## src/rtl/limit_logic_pkg.sv

```systemverilog
// Constants, types and field layouts shared by the limit logic evaluator and its delay units.
// Assumes a single 40 MHz clock domain and an evaluation tick once per power-frequency cycle.
// Notes on behaviour
// - Gate type: AND, OR, XOR or inversions.
// - XOR: exactly one; XNOR: all same.
// - First level three inputs, second level four.
// - Unused inputs take the gate's neutral value.
// - Upper limit: on above ON, off below OFF.
// - Lower limit: on below ON, off above OFF.
// - Equal thresholds act as upper, no hysteresis.
// - Hour counter runs while its limit is true.
// - Pass order: first, second, delayed, output states.
// - One pass per cycle, never over 25 ms apart.
// - Fed-back states count in the next pass.
// - Earlier first-level results feed later ones directly.
// - Delayed state follows with switch-in/dropout delays.
// - Follow-up state is output, optionally inverted.
// - Enabled alarm latches until a reset request.
package limit_logic_pkg;

  localparam int unsigned N_CH       = 4;
  localparam int unsigned N_LIM      = 4;
  localparam int unsigned N_DIN      = 4;
  localparam int unsigned L1_INPUTS  = 3;
  localparam int unsigned L2_INPUTS  = 4;
  localparam int unsigned SEL_W      = 5;
  localparam int unsigned N_SRC      = 32;
  localparam int unsigned VAL_W      = 16;
  localparam int unsigned DLY_W      = 16;
  localparam int unsigned GAP_W      = 20;

  // Source index layout of the gate input selectors; indices 24 to 31 read as false.
  localparam logic [SEL_W-1:0] SRC_LIMIT   = 5'h00;
  localparam logic [SEL_W-1:0] SRC_DIGIN   = 5'h04;
  localparam logic [SEL_W-1:0] SRC_FIRST   = 5'h08;
  localparam logic [SEL_W-1:0] SRC_SECOND  = 5'h0C;
  localparam logic [SEL_W-1:0] SRC_DELAYED = 5'h10;
  localparam logic [SEL_W-1:0] SRC_OUTPUT  = 5'h14;
  localparam logic [7:0]       SRC_UNUSED  = 8'h00;

  localparam int unsigned CLK_HZ       = 40000000;
  localparam int unsigned MAX_GAP_MS   = 25;
  // Longest time rounds down to whole cycles.
  localparam int unsigned MAX_GAP_CYC  = (CLK_HZ / 1000) * MAX_GAP_MS;

  typedef enum logic [2:0] {
    G_AND  = 3'h0,
    G_OR   = 3'h1,
    G_XOR  = 3'h2,
    G_NAND = 3'h3,
    G_NOR  = 3'h4,
    G_XNOR = 3'h5
  } gate_t;

  typedef logic [N_CH-1:0][L1_INPUTS-1:0][SEL_W-1:0] l1_sel_t;
  typedef logic [N_CH-1:0][L2_INPUTS-1:0][SEL_W-1:0] l2_sel_t;
  typedef logic [N_CH-1:0][L1_INPUTS-1:0]            l1_used_t;
  typedef logic [N_CH-1:0][L2_INPUTS-1:0]            l2_used_t;
  typedef gate_t [N_CH-1:0]                          gate_vec_t;
  typedef logic [N_LIM-1:0][VAL_W-1:0]               val_vec_t;
  typedef logic [N_CH-1:0][DLY_W-1:0]                dly_vec_t;

endpackage

```

## src/rtl/delay_if.sv

```systemverilog
// Connection between the evaluator and one switch-in/dropout delay unit.
// Assumes the evaluator drives the tick and the undelayed state.
interface delay_if;
  import limit_logic_pkg::*;
  logic             tick;
  logic             z;
  logic [DLY_W-1:0] rise_dly;
  logic [DLY_W-1:0] fall_dly;
  logic             d_next;
  logic             d_state;

  modport owner (
    output tick, z, rise_dly, fall_dly,
    input  d_next, d_state
  );
  modport unit (
    input  tick, z, rise_dly, fall_dly,
    output d_next, d_state
  );
endinterface

```

## src/rtl/delay_unit.sv

```systemverilog
// Switch-in and dropout delay for one second-level state, counted in evaluation ticks.
// Assumes the tick is a one-cycle pulse from the evaluator's clock domain.
module delay_unit (
  input  wire logic mclk_i,
  input  wire logic resetn_i,
  delay_if.unit     dl
);
  import limit_logic_pkg::*;

  logic [DLY_W-1:0] cnt_q;
  logic             d_q;
  logic             differ;
  logic             apply;
  logic [DLY_W-1:0] dly;

  // A pending change restarts its count whenever the state flips back before it applies.
  always_comb begin
    differ    = dl.z != d_q;
    dly       = dl.z ? dl.rise_dly : dl.fall_dly;
    apply     = differ && (cnt_q >= dly);
    dl.d_next = apply ? dl.z : d_q;
  end

  assign dl.d_state = d_q;

  always_ff @(posedge mclk_i or negedge resetn_i) begin
    if (!resetn_i) begin
      d_q <= 1'b0;
    end else if (dl.tick) begin
      d_q <= dl.d_next;
    end
  end

  always_ff @(posedge mclk_i or negedge resetn_i) begin
    if (!resetn_i) begin
      cnt_q <= '0;
    end else if (dl.tick) begin
      if (!differ || apply) begin
        cnt_q <= '0;
      end else begin
        cnt_q <= cnt_q + 1'b1;
      end
    end
  end

  a_zero_pass: assert property (@(posedge mclk_i) disable iff (!resetn_i)
    dl.tick && differ && dly == '0 |=> d_q == $past(dl.z))
    else $error("Zero delay did not pass the change in the same pass.");

  a_delay_wait: assert property (@(posedge mclk_i) disable iff (!resetn_i)
    dl.tick && differ && cnt_q < dly |=> d_q == $past(d_q))
    else $error("Delayed state changed before its delay elapsed.");

endmodule

```

## src/rtl/limit_logic_evaluator.sv

```systemverilog
// Limit comparators, two-level gate network, delays and alarm outputs, evaluated per tick.
// Assumes limit values and thresholds come from same-clock logic; digital inputs are pins.
module limit_logic_evaluator #(
  parameter int unsigned MAX_GAP_CYCLES = limit_logic_pkg::MAX_GAP_CYC
) (
  input  wire logic                              mclk_i,
  input  wire logic                              resetn_i,
  input  wire logic                              tick_i,
  input  wire limit_logic_pkg::val_vec_t         value_i,
  input  wire limit_logic_pkg::val_vec_t         on_thr_i,
  input  wire limit_logic_pkg::val_vec_t         off_thr_i,
  input  wire logic [limit_logic_pkg::N_DIN-1:0] digin_i,
  input  wire limit_logic_pkg::gate_vec_t        l1_type_i,
  input  wire limit_logic_pkg::l1_sel_t          l1_sel_i,
  input  wire limit_logic_pkg::l1_used_t         l1_used_i,
  input  wire limit_logic_pkg::gate_vec_t        l2_type_i,
  input  wire limit_logic_pkg::l2_sel_t          l2_sel_i,
  input  wire limit_logic_pkg::l2_used_t         l2_used_i,
  input  wire limit_logic_pkg::dly_vec_t         rise_dly_i,
  input  wire limit_logic_pkg::dly_vec_t         fall_dly_i,
  input  wire logic [limit_logic_pkg::N_CH-1:0]  latch_en_i,
  input  wire logic [limit_logic_pkg::N_CH-1:0]  follow_inv_i,
  input  wire logic                              alarm_rst_req_i,
  input  wire logic                              rst_int_en_i,
  input  wire logic [limit_logic_pkg::SEL_W-1:0] rst_int_sel_i,
  output logic [limit_logic_pkg::N_LIM-1:0]      limit_state_o,
  output logic [limit_logic_pkg::N_LIM-1:0]      hour_run_o,
  output logic [limit_logic_pkg::N_CH-1:0]       first_level_state_o,
  output logic [limit_logic_pkg::N_CH-1:0]       second_level_state_o,
  output logic [limit_logic_pkg::N_CH-1:0]       delayed_state_o,
  output logic [limit_logic_pkg::N_CH-1:0]       output_state_o,
  output logic [limit_logic_pkg::N_CH-1:0]       follow_state_o,
  output logic                                   eval_o
);
  import limit_logic_pkg::*;

  function automatic logic gate_eval(input logic [3:0] v, input logic [3:0] used,
                                     input gate_t t);
    logic [3:0] f1;
    logic [3:0] f0;
    logic       r;
    f1 = v | ~used;
    f0 = v & used;
    unique case (t)
      G_AND:   r = &f1;
      G_NAND:  r = ~&f1;
      G_OR:    r = |f0;
      G_NOR:   r = ~|f0;
      G_XOR:   r = $onehot(f0);
      G_XNOR:  r = (&f1) | (~|f0);
      default: r = 1'b0;
    endcase
    return r;
  endfunction

  logic [N_DIN-1:0] din_s1_q;
  logic [N_DIN-1:0] din_s2_q;
  logic [N_DIN-1:0] din_s3_q;
  logic [N_DIN-1:0] din_q;
  logic [GAP_W-1:0] gap_q;
  logic             eval;
  logic [N_LIM-1:0] lim_q;
  logic [N_LIM-1:0] lim_d;
  logic [N_LIM-1:0] lim_upper;
  logic [N_CH-1:0]  y_q;
  logic [N_CH-1:0]  y_d;
  logic [N_CH-1:0]  z_q;
  logic [N_CH-1:0]  z_d;
  logic [N_CH-1:0]  d_cur;
  logic [N_CH-1:0]  d_d;
  logic [N_CH-1:0]  a_q;
  logic [N_CH-1:0]  a_d;
  logic [N_CH-1:0]  s_q;
  logic [N_SRC-1:0] src_old;
  logic             rst_pend_q;
  logic             rst_now;

  // Pins pass three flops; a level counts once the last two agree.
  always_ff @(posedge mclk_i or negedge resetn_i) begin
    if (!resetn_i) begin
      din_s1_q <= '0;
      din_s2_q <= '0;
      din_s3_q <= '0;
      din_q    <= '0;
    end else begin
      din_s1_q <= digin_i;
      din_s2_q <= din_s1_q;
      din_s3_q <= din_s2_q;
      for (int i = 0; i < N_DIN; i++) begin
        if (din_s2_q[i] == din_s3_q[i]) begin
          din_q[i] <= din_s3_q[i];
        end
      end
    end
  end

  // A missing line-cycle tick is replaced so that passes never drift apart too far.
  assign eval = tick_i || (gap_q == GAP_W'(MAX_GAP_CYCLES - 1));

  always_ff @(posedge mclk_i or negedge resetn_i) begin
    if (!resetn_i) begin
      gap_q <= '0;
    end else if (eval) begin
      gap_q <= '0;
    end else begin
      gap_q <= gap_q + 1'b1;
    end
  end

  always_comb begin
    for (int i = 0; i < N_LIM; i++) begin
      lim_upper[i] = on_thr_i[i] >= off_thr_i[i];
      lim_d[i]     = lim_q[i];
      if (lim_upper[i]) begin
        if (value_i[i] > on_thr_i[i]) begin
          lim_d[i] = 1'b1;
        end else if (value_i[i] < off_thr_i[i]) begin
          lim_d[i] = 1'b0;
        end
      end else begin
        if (value_i[i] < on_thr_i[i]) begin
          lim_d[i] = 1'b1;
        end else if (value_i[i] > off_thr_i[i]) begin
          lim_d[i] = 1'b0;
        end
      end
    end
  end

  assign src_old = {SRC_UNUSED, a_q, d_cur, z_q, y_q, din_q, lim_q};

  // Gates see this pass's limits; first-level gates also see earlier first-level gates, second-level gates all first-level gates; older states otherwise.
  always_comb begin
    logic [N_SRC-1:0] src;
    logic [3:0]       v;
    src = '0;
    v   = '0;
    y_d = y_q;
    for (int k = 0; k < N_CH; k++) begin
      src = {SRC_UNUSED, a_q, d_cur, z_q, y_d, din_q, lim_d};
      for (int j = 0; j < L1_INPUTS; j++) begin
        v[j] = src[l1_sel_i[k][j]];
      end
      v[3]   = 1'b0;
      y_d[k] = gate_eval(v, {1'b0, l1_used_i[k]}, l1_type_i[k]);
    end
    src = {SRC_UNUSED, a_q, d_cur, z_q, y_d, din_q, lim_d};
    for (int k = 0; k < N_CH; k++) begin
      for (int j = 0; j < L2_INPUTS; j++) begin
        v[j] = src[l2_sel_i[k][j]];
      end
      z_d[k] = gate_eval(v, l2_used_i[k], l2_type_i[k]);
    end
  end

  for (genvar c = 0; c < N_CH; c++) begin : g_dly
    delay_if dif ();
    assign dif.tick     = eval;
    assign dif.z        = z_d[c];
    assign dif.rise_dly = rise_dly_i[c];
    assign dif.fall_dly = fall_dly_i[c];
    assign d_d[c]       = dif.d_next;
    assign d_cur[c]     = dif.d_state;
    delay_unit u_dly (
      .mclk_i   (mclk_i),
      .resetn_i (resetn_i),
      .dl       (dif)
    );
  end

  // A reset request is held until the next pass consumes it.
  assign rst_now = alarm_rst_req_i || rst_pend_q ||
                   (rst_int_en_i && src_old[rst_int_sel_i]);

  always_comb begin
    for (int c = 0; c < N_CH; c++) begin
      if (latch_en_i[c]) begin
        a_d[c] = d_d[c] || (a_q[c] && !rst_now);
      end else begin
        a_d[c] = d_d[c];
      end
    end
  end

  always_ff @(posedge mclk_i or negedge resetn_i) begin
    if (!resetn_i) begin
      rst_pend_q <= 1'b0;
    end else if (eval) begin
      rst_pend_q <= 1'b0;
    end else if (alarm_rst_req_i) begin
      rst_pend_q <= 1'b1;
    end
  end

  always_ff @(posedge mclk_i or negedge resetn_i) begin
    if (!resetn_i) begin
      lim_q <= '0;
      y_q   <= '0;
      z_q   <= '0;
      a_q   <= '0;
      s_q   <= '0;
    end else if (eval) begin
      lim_q <= lim_d;
      y_q   <= y_d;
      z_q   <= z_d;
      a_q   <= a_d;
      s_q   <= a_d ^ follow_inv_i;
    end
  end

  assign limit_state_o        = lim_q;
  assign hour_run_o           = lim_q;
  assign first_level_state_o  = y_q;
  assign second_level_state_o = z_q;
  assign delayed_state_o      = d_cur;
  assign output_state_o       = a_q;
  assign follow_state_o       = s_q;
  assign eval_o               = eval;

  a_upper_trip: assert property (@(posedge mclk_i) disable iff (!resetn_i)
    eval && on_thr_i[0] >= off_thr_i[0] && value_i[0] > on_thr_i[0] |=> lim_q[0])
    else $error("Upper limit did not switch on above its ON threshold.");

  a_lower_trip: assert property (@(posedge mclk_i) disable iff (!resetn_i)
    eval && on_thr_i[1] < off_thr_i[1] && value_i[1] < on_thr_i[1] |=> lim_q[1])
    else $error("Lower limit did not switch on below its ON threshold.");

  a_upper_release: assert property (@(posedge mclk_i) disable iff (!resetn_i)
    eval && on_thr_i[2] == off_thr_i[2] && value_i[2] < off_thr_i[2] |=> !lim_q[2])
    else $error("Equal-threshold limit did not release below the threshold.");

  a_limit_hold: assert property (@(posedge mclk_i) disable iff (!resetn_i)
    !eval |=> $stable(lim_q) && $stable(y_q) && $stable(z_q) && $stable(a_q))
    else $error("A state changed outside an evaluation pass.");

  a_hour_run: assert property (@(posedge mclk_i) disable iff (!resetn_i)
    eval && lim_d[2] |=> hour_run_o[2])
    else $error("Hour counter enable did not follow its limit.");

  a_gap_bound: assert property (@(posedge mclk_i) disable iff (!resetn_i)
    gap_q < GAP_W'(MAX_GAP_CYCLES))
    else $error("Evaluation gap exceeded its longest spacing.");

  a_follow_inv: assert property (@(posedge mclk_i) disable iff (!resetn_i)
    eval ##1 !eval |-> s_q == (a_q ^ $past(follow_inv_i, 1)))
    else $error("Follow-up state disagrees with the output state.");

  a_alarm_latch: assert property (@(posedge mclk_i) disable iff (!resetn_i)
    eval && latch_en_i[3] && a_q[3] && !rst_now |=> a_q[3])
    else $error("Latched alarm dropped without a reset request.");

  a_alarm_plain: assert property (@(posedge mclk_i) disable iff (!resetn_i)
    eval && !latch_en_i[3] |=> a_q[3] == d_cur[3])
    else $error("Unlatched output does not follow its delayed state.");

  a_upper_off: assert property (@(posedge mclk_i) disable iff (!resetn_i)
    eval && on_thr_i[0] > off_thr_i[0] && value_i[0] < off_thr_i[0] |=> !lim_q[0])
    else $error("Upper limit did not switch off below its OFF threshold.");

  a_lower_release: assert property (@(posedge mclk_i) disable iff (!resetn_i)
    eval && on_thr_i[1] < off_thr_i[1] && value_i[1] > off_thr_i[1] |=> !lim_q[1])
    else $error("Lower limit did not switch off above its OFF threshold.");

  // Single-input OR gates make the routing visible, since the result must copy its source.
  a_chain_direct: assert property (@(posedge mclk_i) disable iff (!resetn_i)
    eval && l1_sel_i[1][0] == SRC_FIRST && $onehot(l1_used_i[1]) && l1_used_i[1][0] &&
    l1_type_i[1] == G_OR |=> y_q[1] == y_q[0])
    else $error("A later first-level gate missed an earlier result of the same pass.");

  a_feedback_late: assert property (@(posedge mclk_i) disable iff (!resetn_i)
    eval && l1_sel_i[2][0] == SRC_FIRST + SEL_W'(N_CH - 1) && $onehot(l1_used_i[2]) &&
    l1_used_i[2][0] && l1_type_i[2] == G_OR |=> y_q[2] == $past(y_q[N_CH-1]))
    else $error("A fed-back first-level state took effect in the same pass.");

  a_second_order: assert property (@(posedge mclk_i) disable iff (!resetn_i)
    eval && l2_sel_i[1][0] == SRC_FIRST && $onehot(l2_used_i[1]) && l2_used_i[1][0] &&
    l2_type_i[1] == G_OR |=> z_q[1] == y_q[0])
    else $error("A second-level gate did not see this pass's first-level state.");

  a_delay_order: assert property (@(posedge mclk_i) disable iff (!resetn_i)
    eval && rise_dly_i[1] == '0 && fall_dly_i[1] == '0 |=> d_cur[1] == z_q[1])
    else $error("A zero-delay state did not follow its second-level state.");

  a_alarm_reset: assert property (@(posedge mclk_i) disable iff (!resetn_i)
    eval && latch_en_i[3] && rst_now && !d_d[3] |=> !a_q[3])
    else $error("Latched alarm survived a reset request.");

  a_reset_pending: assert property (@(posedge mclk_i) disable iff (!resetn_i)
    alarm_rst_req_i && !eval |=> rst_pend_q)
    else $error("Alarm reset request was not held for the next pass.");

  a_gap_restart: assert property (@(posedge mclk_i) disable iff (!resetn_i)
    !tick_i && gap_q == GAP_W'(MAX_GAP_CYCLES - 1) |=> gap_q == '0)
    else $error("Forced pass did not restart the gap count.");

  c_upper_trip: cover property (@(posedge mclk_i) disable iff (!resetn_i)
    !lim_q[0] ##1 lim_q[0]);

  c_alarm_latched: cover property (@(posedge mclk_i) disable iff (!resetn_i)
    latch_en_i[3] && a_q[3] && !d_cur[3]);

  c_gap_tick: cover property (@(posedge mclk_i) disable iff (!resetn_i)
    eval && !tick_i);

  c_chain_same_pass: cover property (@(posedge mclk_i) disable iff (!resetn_i)
    eval && l1_sel_i[1][0] == SRC_FIRST && y_d[0] != y_q[0]);

  c_alarm_reset: cover property (@(posedge mclk_i) disable iff (!resetn_i)
    latch_en_i[3] && a_q[3] ##1 !a_q[3]);

endmodule

```

## config.mk

```make
export PLATFORM = sky130hd
export DESIGN_NAME = limit_logic_evaluator
export DESIGN_NICKNAME = d
export VERILOG_FILES = /design/src/rtl/limit_logic_pkg.sv /design/src/rtl/delay_if.sv /design/src/rtl/delay_unit.sv /design/src/rtl/limit_logic_evaluator.sv
export SDC_FILE = /design/constraint.sdc
export NUM_CORES = 1
export LEC_CHECK = 0
export BUFFER_PORTS_ARGS = -buffer_cell sky130_fd_sc_hd__buf_4
export CORE_AREA = 2 2 222 224
export DETAILED_ROUTE_END_ITERATION = 12
export DIE_AREA = 0 0 224 226
export PLACE_DENSITY = 0.69
export SYNTH_ARGS = -nofsm -noshare
export SYNTH_HDL_FRONTEND = slang
export SYNTH_SLANG_ARGS = --single-unit
```

## constraint.sdc

```tcl
create_clock -name mclk_i -period 17.3 [get_ports mclk_i]
set_input_delay 5.19 -clock mclk_i [delete_from_list [all_inputs] [get_ports mclk_i]]
set_output_delay 5.19 -clock mclk_i [all_outputs]
set_load 0.1 [all_outputs]
```

# Yosys cells after proc, flatten, opt, wreduce, memory -nomap -nowiden
# Cells that the tools add are included.
word_totals:
  in_bits: 534
  out_inout_bits: 29
  regBits: 125
  elab_cells: 365
op_classes:
  n_mux: 105
  n_bitwise: 33
  addsub: 29
  n_lt_le_gt_ge: 53
  eq_ne: 57
  n_reduce_logical: 66
ops:
  columns: ["op", "count"]
  rows:
  - ["5-bit by 6-bit < comparator with 1-bit output (second input constant)", 29]
  - ["1-bit binary-select mux with 5-bit select", 29]
  - ["16-bit greater-or-equal comparator", 8]
  - ["16-bit > comparator", 8]
  - ["16-bit < comparator", 8]
  - ["16-bit two-way mux", 8]
  - ["16-bit by 1-bit adder with 16-bit output (second input constant)", 4]
  - ["1-bit two-way mux", 59]
  - ["3-bit by 1-bit == test with 1-bit output (second input constant)", 16]
  - ["3-bit by 2-bit == test with 1-bit output (second input constant)", 16]
  - ["3-bit == test (second input constant)", 16]
  - ["1-bit case mux with 6 select lines", 8]
  - ["4-bit AND reduction", 8]
  - ["4-bit OR reduction", 8]
  - ["1-bit by 1-bit adder with 2-bit output", 12]
  - ["2-bit by 2-bit adder with 3-bit output", 8]
  - ["3-bit logical NOT", 8]
  - ["1-bit logical NOT", 21]
  - ["20-bit by 1-bit adder with 20-bit output (second input constant)", 1]
  - ["20-bit == test (second input constant)", 1]
  - ["20-bit two-way mux", 1]
  - ["4-bit bitwise AND", 4]
  - ["3-bit inverter with 4-bit output", 4]
  - ["4-bit inverter", 4]
  - ["other kinds (11)", 54]

# Logic depth before layout (Yosys ltp)
logic_depth:
  word_depth: 46
  mapped_depth: 95
  depth_no_buf: 88

# Cells and area by module
# A second synthesis with hierarchy kept.
unflattened:
  hier_cells: 2353
  area_unflattened_um2: 21229.1
by_module_without_submodules:
  columns: ["module", "area_per_inst_um2", "seq_area_each_um2", "n_inst", "cells_each"]
  rows:
  - ["limit_logic_evaluator", 15464.8, 1426.4, 1, 1783]
  - ["delay_unit (g_dly[2].u_dly ...)", 1503.9, 425.4, 2, 147]
  - ["delay_unit (g_dly[1].u_dly)", 1390.1, 425.4, 1, 138]
  - ["delay_unit (g_dly[0].u_dly)", 1366.3, 425.4, 1, 138]

# Least setup slack after synthesis
# Ideal clock, no wire load.
synth_path:
  kind: "in2reg"
  from: "in off_thr_i[30] in the netlist's numbering"
  to: "reg g_dly[1].u_dly.cnt_q[10]"
  setup_ps: 94
  required_time_ps: 17206
  path_slack_ps: -3902
  n_path_buf: 9
  t_arrival_ps: 21108
  cell_stages: 92
  path_cell_list: "inv_1 -> ha_1 -> a21oi_1 -> nand2_1 -> a221o_1 -> a211o_1 -> or4b_1 -> nand4_1 -> buf_6 -> nor3b_1 -> or4_1 -> o21ai_0 -> nand2_1 -> nand2_1 -> nand2_1 -> fa_1 -> or3b_2 -> o32ai_1 -> [... 56 more ...] -> o21ai_0 -> nand2b_1 -> a21oi_1 -> nor2b_1 -> o21ai_0 -> nand2b_1 -> a21oi_1 -> nor2b_1 -> o21ai_0 -> nand2b_1 -> a21oi_1 -> nor2b_1 -> o21ai_0 -> nand2b_1 -> a21oi_1 -> nor2_1 -> clkbuf_1 -> a211oi_1"
synth_between:
  elab_chain_cells: 44
  word_cells_on_any_way: 107
  cone_classes: "add/sub: 15; order compare: 4; eq/ne: 6; mux: 44; bitwise: 15; reduce/logical: 23"
synth_lines:
  columns: ["item", "line_no", "text"]
  rows:
  - ["from (decl)", "limit_logic_evaluator.sv:11", "input wire limit_logic_pkg::val_vec_t off_thr_i,"]
  - ["16-bit > comparator / 16-bit < comparator (equally long branches)", "limit_logic_evaluator.sv:123, limit_logic_evaluator.sv:117", null]
  - ["1-bit two-way mux (on tied branches)", "limit_logic_evaluator.sv:123, limit_logic_evaluator.sv:117", null]
  - ["1-bit two-way mux (on tied branches)", "limit_logic_evaluator.sv:121, limit_logic_evaluator.sv:115", null]
  - ["1-bit two-way mux *", "limit_logic_evaluator.sv:114", "if (lim_upper[i]) begin"]
  - ["1-bit binary-select mux with 5-bit select", "limit_logic_evaluator.sv:142", "v[j] = src[l1_sel_i[k][j]];"]
  - ["1-bit two-way mux (implied by the code)", "limit_logic_evaluator.sv:142", null]
  - ["3-bit bitwise AND", "limit_logic_evaluator.sv:43", "f0 = v & used;"]
  - ["1-bit by 1-bit adder with 2-bit output (implied by the code) / 4-bit OR reduction (equally long branches)", null, null]
  - ["[... 28 more ...]", null, null]
  - ["2-bit by 2-bit adder with 3-bit output (implied by the code) / 1-bit logical NOT (equally long branches)", "limit_logic_evaluator.sv:49, limit_logic_evaluator.sv:48, limit_logic_evaluator.sv:50", null]
  - ["3-bit by 1-bit == test with 1-bit output / 1-bit OR (equally long branches)", "limit_logic_evaluator.sv:49, limit_logic_evaluator.sv:50", null]
  - ["1-bit case mux with 6 select lines *", "limit_logic_evaluator.sv:44", "unique case (t)"]
  - ["16-bit two-way mux", "delay_unit.sv:19", "dly = dl.z ? dl.rise_dly : dl.fall_dly;"]
  - ["16-bit greater-or-equal comparator", "delay_unit.sv:20", "apply = differ && (cnt_q >= dly);"]
  - ["1-bit logical AND", "delay_unit.sv:20", null]
  - ["1-bit logical OR *", "delay_unit.sv:38", "if (!differ || apply) begin"]
  - ["16-bit two-way mux *", "delay_unit.sv:38", null]
  - ["to (signal assigned)", "delay_unit.sv:41", "cnt_q <= cnt_q + 1'b1;"]
  - ["to (decl)", "delay_unit.sv:10", "logic [DLY_W-1:0] cnt_q;"]
# Mark *: on every way between the ends. The rest lies on a longest branch, timed or not. The select of a mux whose other input is x is not followed.
# A chain may end at the register's enable or synchronous reset.

# Worst setup path after layout
layout_path:
  from: "in off_thr_i[21] in the netlist's numbering"
  to: "reg g_dly[2].u_dly.cnt_q[2]"
layout_between:
  elab_chain_cells: 44
  word_cells_on_any_way: 107
  cone_classes: "add/sub: 15; order compare: 4; eq/ne: 6; mux: 44; bitwise: 15; reduce/logical: 23"
layout_lines:
  columns: ["item", "line_no"]
  rows:
  - ["16-bit > comparator / 16-bit < comparator (equally long branches)", "limit_logic_evaluator.sv:123, limit_logic_evaluator.sv:117"]
  - ["1-bit two-way mux (on tied branches)", "limit_logic_evaluator.sv:123, limit_logic_evaluator.sv:117"]
  - ["1-bit two-way mux (on tied branches)", "limit_logic_evaluator.sv:121, limit_logic_evaluator.sv:115"]
  - ["1-bit two-way mux *", "limit_logic_evaluator.sv:114"]
  - ["1-bit binary-select mux with 5-bit select", "limit_logic_evaluator.sv:142"]
  - ["1-bit two-way mux (implied by the code)", "limit_logic_evaluator.sv:142"]
  - ["3-bit bitwise AND", "limit_logic_evaluator.sv:43"]
  - ["1-bit by 1-bit adder with 2-bit output (implied by the code) / 4-bit OR reduction (equally long branches)", null]
  - ["[... 28 more ...]", null]
  - ["2-bit by 2-bit adder with 3-bit output (implied by the code) / 1-bit logical NOT (equally long branches)", "limit_logic_evaluator.sv:49, limit_logic_evaluator.sv:48, limit_logic_evaluator.sv:50"]
  - ["3-bit by 1-bit == test with 1-bit output / 1-bit OR (equally long branches)", "limit_logic_evaluator.sv:49, limit_logic_evaluator.sv:50"]
  - ["1-bit case mux with 6 select lines *", "limit_logic_evaluator.sv:44"]
  - ["16-bit two-way mux", "delay_unit.sv:19"]
  - ["16-bit greater-or-equal comparator", "delay_unit.sv:20"]
  - ["1-bit logical AND", "delay_unit.sv:20"]
  - ["1-bit logical OR *", "delay_unit.sv:38"]
  - ["16-bit two-way mux *", "delay_unit.sv:38"]
  - ["to (signal assigned)", "delay_unit.sv:41"]
  - ["to (decl)", "delay_unit.sv:10"]
# Marks and branches as above.

==> results.json <==
{
  "postRouteAntennaNets": 0,
  "grt_pass1_vias": 22760,
  "slew_headroom_pct": 17.79,
  "mostFrequentLayoutCells": "buf_4 (858), ha_1 (240), inv_1 (186)",
  "finalWorstPathRequiredPeriod_ns": 19.94,
  "setup_viol": 76,
  "rows": 81,
  "path_common_cell": "o21ai_1",
  "min_path_type": "flop to flop",
  "clock_latency_ns": 0.43,
  "track_usage_pct": 32.88,
  "ys_seq_area_share_pct": 14.81,
  "pre_cts_ws_ns": -3.471,
  "port_buffers": 562,
  "violations": "negative setup slack",
  "tightest_slew_ns": 1.233,
  "endpoint_kind": "flop",
  "ys_seq_elements": 125,
  "clock_sinks": 125,
  "critPathTopFamily": "compound AO/OA/AOI/OAI gates",
  "cpPeakStageDelay_ns": 0.54,
  "detailed_place_hpwl_mm": 67.29,
  "routabilityCongestion": 0.9864,
  "ios": 563,
  "drc_errors": 0,
  "finClkSkew_ns": 0.01162,
  "htreeDepth": 4,
  "rsz0062_at_grt": "true",
  "hold_depth": 0,
  "num_vias": 22700,
  "area_delta_synth_final_pct": 40.94,
  "synth_edf_count": 0,
  "leakage_nw": 13.98,
  "power_density_mw_per_mm2": 55.46,
  "fp.dieW_um": 224,
  "cp_max_fo": 8,
  "start_util_pct": 43.69,
  "layout.nets": 3975,
  "yosysWarnings": 0,
  "cts_tree": "yes",
  "regToRegStartpoint": "hour_run_o[1]",
  "clock_tree.root_cell": "clkbuf_16",
  "timing.rr.end": "g_dly[2].u_dly.cnt_q[2]",
  "ys.flop_type": "dfrtp_1",
  "finalCritPeriodShare_pct": 115.3,
  "status": "finished with violations",
  "dieArea_mm2": 0.05062,
  "cts_buffer_depth": 2,
  "cp.required_ns": 17.63,
  "routedWlPerCell_um": 22.46,
  "max_freq_mhz": 50.15,
  "vias_per_cell": 5.976,
  "synth_fp_nets": 3235,
  "cts_made_buffers": 17,
  "grt_remaining_overflow": 0,
  "layout_commonest_cell": "buf_4",
  "first_iter_violations": 1821,
  "startpoint": "off_thr_i[21]",
  "max-cap-violations": 0,
  "die_y_um": 226,
  "syn_avg_cell_area_um2": 8.741,
  "grt_max_degree": 80,
  "cp.arrival_ns": 20.27,
  "drt_wl_total_mm": 85.31,
  "stdcell_count": 3798,
  "cts.clk_slew.worst_paths_ns": 0.06,
  "dp.cells": 3720,
  "drive_above_1_share_pct": 41.56,
  "holdCritStartpoint": "din_s1_q[3]",
  "async_reset_ff_share_pct": 100.0,
  "worst_slack_ns": -2.642,
  "crit_buf_inv": 10,
  "antenna_found_initial": 7,
  "first_pass_iters": 7,
  "ff2ff_path_depth": 85,
  "grt_pass1_wl_mm": 129.8,
  "ir_drop_mv": 0.06772,
  "min_to": "din_s2_q[3]",
  "startpoint_type": "input pin",
  "slowest_stage": "or4_4",
  "final_hold_viol_count": 0,
  "netlist_instances": 2416,
  "syn_area_mm2": 0.02112,
  "slew_violations": 0,
  "crit_type": "input pin to flop",
  "core_region_area_mm2": 0.04834,
  "synth_cell_types": 96,
  "finalPower_mw": 1.651,
  "r2r_setup_slack_ns": 2.57
}
[Yosys cell counts, drive strengths merged, types with 53 or more instances]
cell type / count / area (um^2)
nand3: 90 / 450.4
clkbuf: 121 / 454.2
nor2: 153 / 576.8
inv: 213 / 799.5
a21oi: 157 / 785.8
mux4: 154 / 3468
ha: 277 / 3466
mux2i: 95 / 950.9
dfrtp: 125 / 3128
o21ai: 106 / 530.5
nand2: 191 / 716.9
a211oi: 53 / 417.9
[sequential cells by signal, summed over array words and instances, names as in the netlist]
name                    count
g_dly.u_dly.cnt_q          64
hour_run_o                  4
output_state_o              4
din_s3_q                    4
g_dly.u_dly.dl.d_state      4
first_level_state_o         4
din_s2_q                    4
din_q                       4
rst_pend_q                  1
gap_q                      20
follow_state_o              4
din_s1_q                    4
second_level_state_o        4
[worst register-to-register path: cells and delay by family (launching register included)]
| kind | cells | cell delay, ns |
|---|---|---|
| AOI/OAI and AO/OA | 37 | 6.40 |
| adders and majority gates | 8 | 3.13 |
| buffers and inverters | 8 | 1.20 |
| DFF | 1 | 0.61 |
| muxes | 1 | 0.14 |
| and+or+nand+nor | 31 | 3.12 |
[cells by family (layout without fill, tap and decap cells)]
logic type / Yosys count / count (layout) / synth area share [%]
xor+xnor: 64 / 64 / 2.814
buf+inv: 378 / 1131 / 7.175
other cells: 0 / 7 / 0
mux: 275 / 275 / 22.33
flops: 125 / 125 / 14.81
compound gates: 568 / 568 / 18.49
fa+ha+maj: 289 / 289 / 17.36
simple gates: 717 / 717 / 17.02
[layout make-up]
| type | instances | area [um^2] |
|---|---|---|
| fillers | 4227 | 18580 |
| multi-input cells | 1913 | 17570 |
| repair buffers | 886 | 6852 |
| flip-flops and latches | 125 | 3128 |
| inverters | 213 | 848.3 |
| well taps | 622 | 778.2 |
| clock buffers | 19 | 442.9 |
| clock inverters | 13 | 132.6 |
| diodes | 7 | 17.52 |
[routing by layer]
layer	GRT usage, %	vias to the layer above	wire length [um]
li1	-	10520	-
met1	41.91	10950	34830
met2	55.72	1046	40580
met3	6.323	176	7189
met4	11.33	2	2688
met5	0	-	11
[timing repair]
item / 4_1_cts / 5_1_grt
gates resized for setup: 116 / 58
endpoints found under the setup margin: 79 / 80
buffers inserted: 26 / 13
hold buffers: 0 / 0
pin swaps: 67 / 40
cloned: 1 / 0
[through the flow]
step / setup TNS [ns] / hold slack (ns) / cell area [um^2] / utilization [%]
after CTS: -173.30 / 0.3504 / 29400 / 60.82
after detailed placement: -256.98 / 0.3393 / 28070 / 58.06
after global routing: -251.28 / 0.3535 / 29760 / 61.56
after global placement: -237.14 / 0.3381 / 28070 / 58.06
final: -183.83 / 0.3529 / 29770 / 61.57
after floorplan: -188.75 / 0.3312 / 21580 / -
[report_power, final]
| part | switching (mW) | internal, mW |
|---|---|---|
| registers | 0.0359 | 0.307 |
| logic | 0.500 | 0.454 |
| clock network | 0.149 | 0.205 |
[worst max-delay path by stage]
stage / end / slack, ns / cells after the start
final: g_dly[2].u_dly.cnt_q[2] / -2.64 / 89
after global routing: g_dly[2].u_dly.cnt_q[2] / -3.45 / 89
after CTS: g_dly[2].u_dly.cnt_q[2] / -2.43 / 87
after detailed placement: g_dly[1].u_dly.cnt_q[15] / -3.47 / 87
after global placement: g_dly[2].u_dly.cnt_q[11] / -3.22 / 90
after floorplan: follow_state_o[1] / -2.79 / 91
Note: power is estimated with default switching activity, not from simulation.
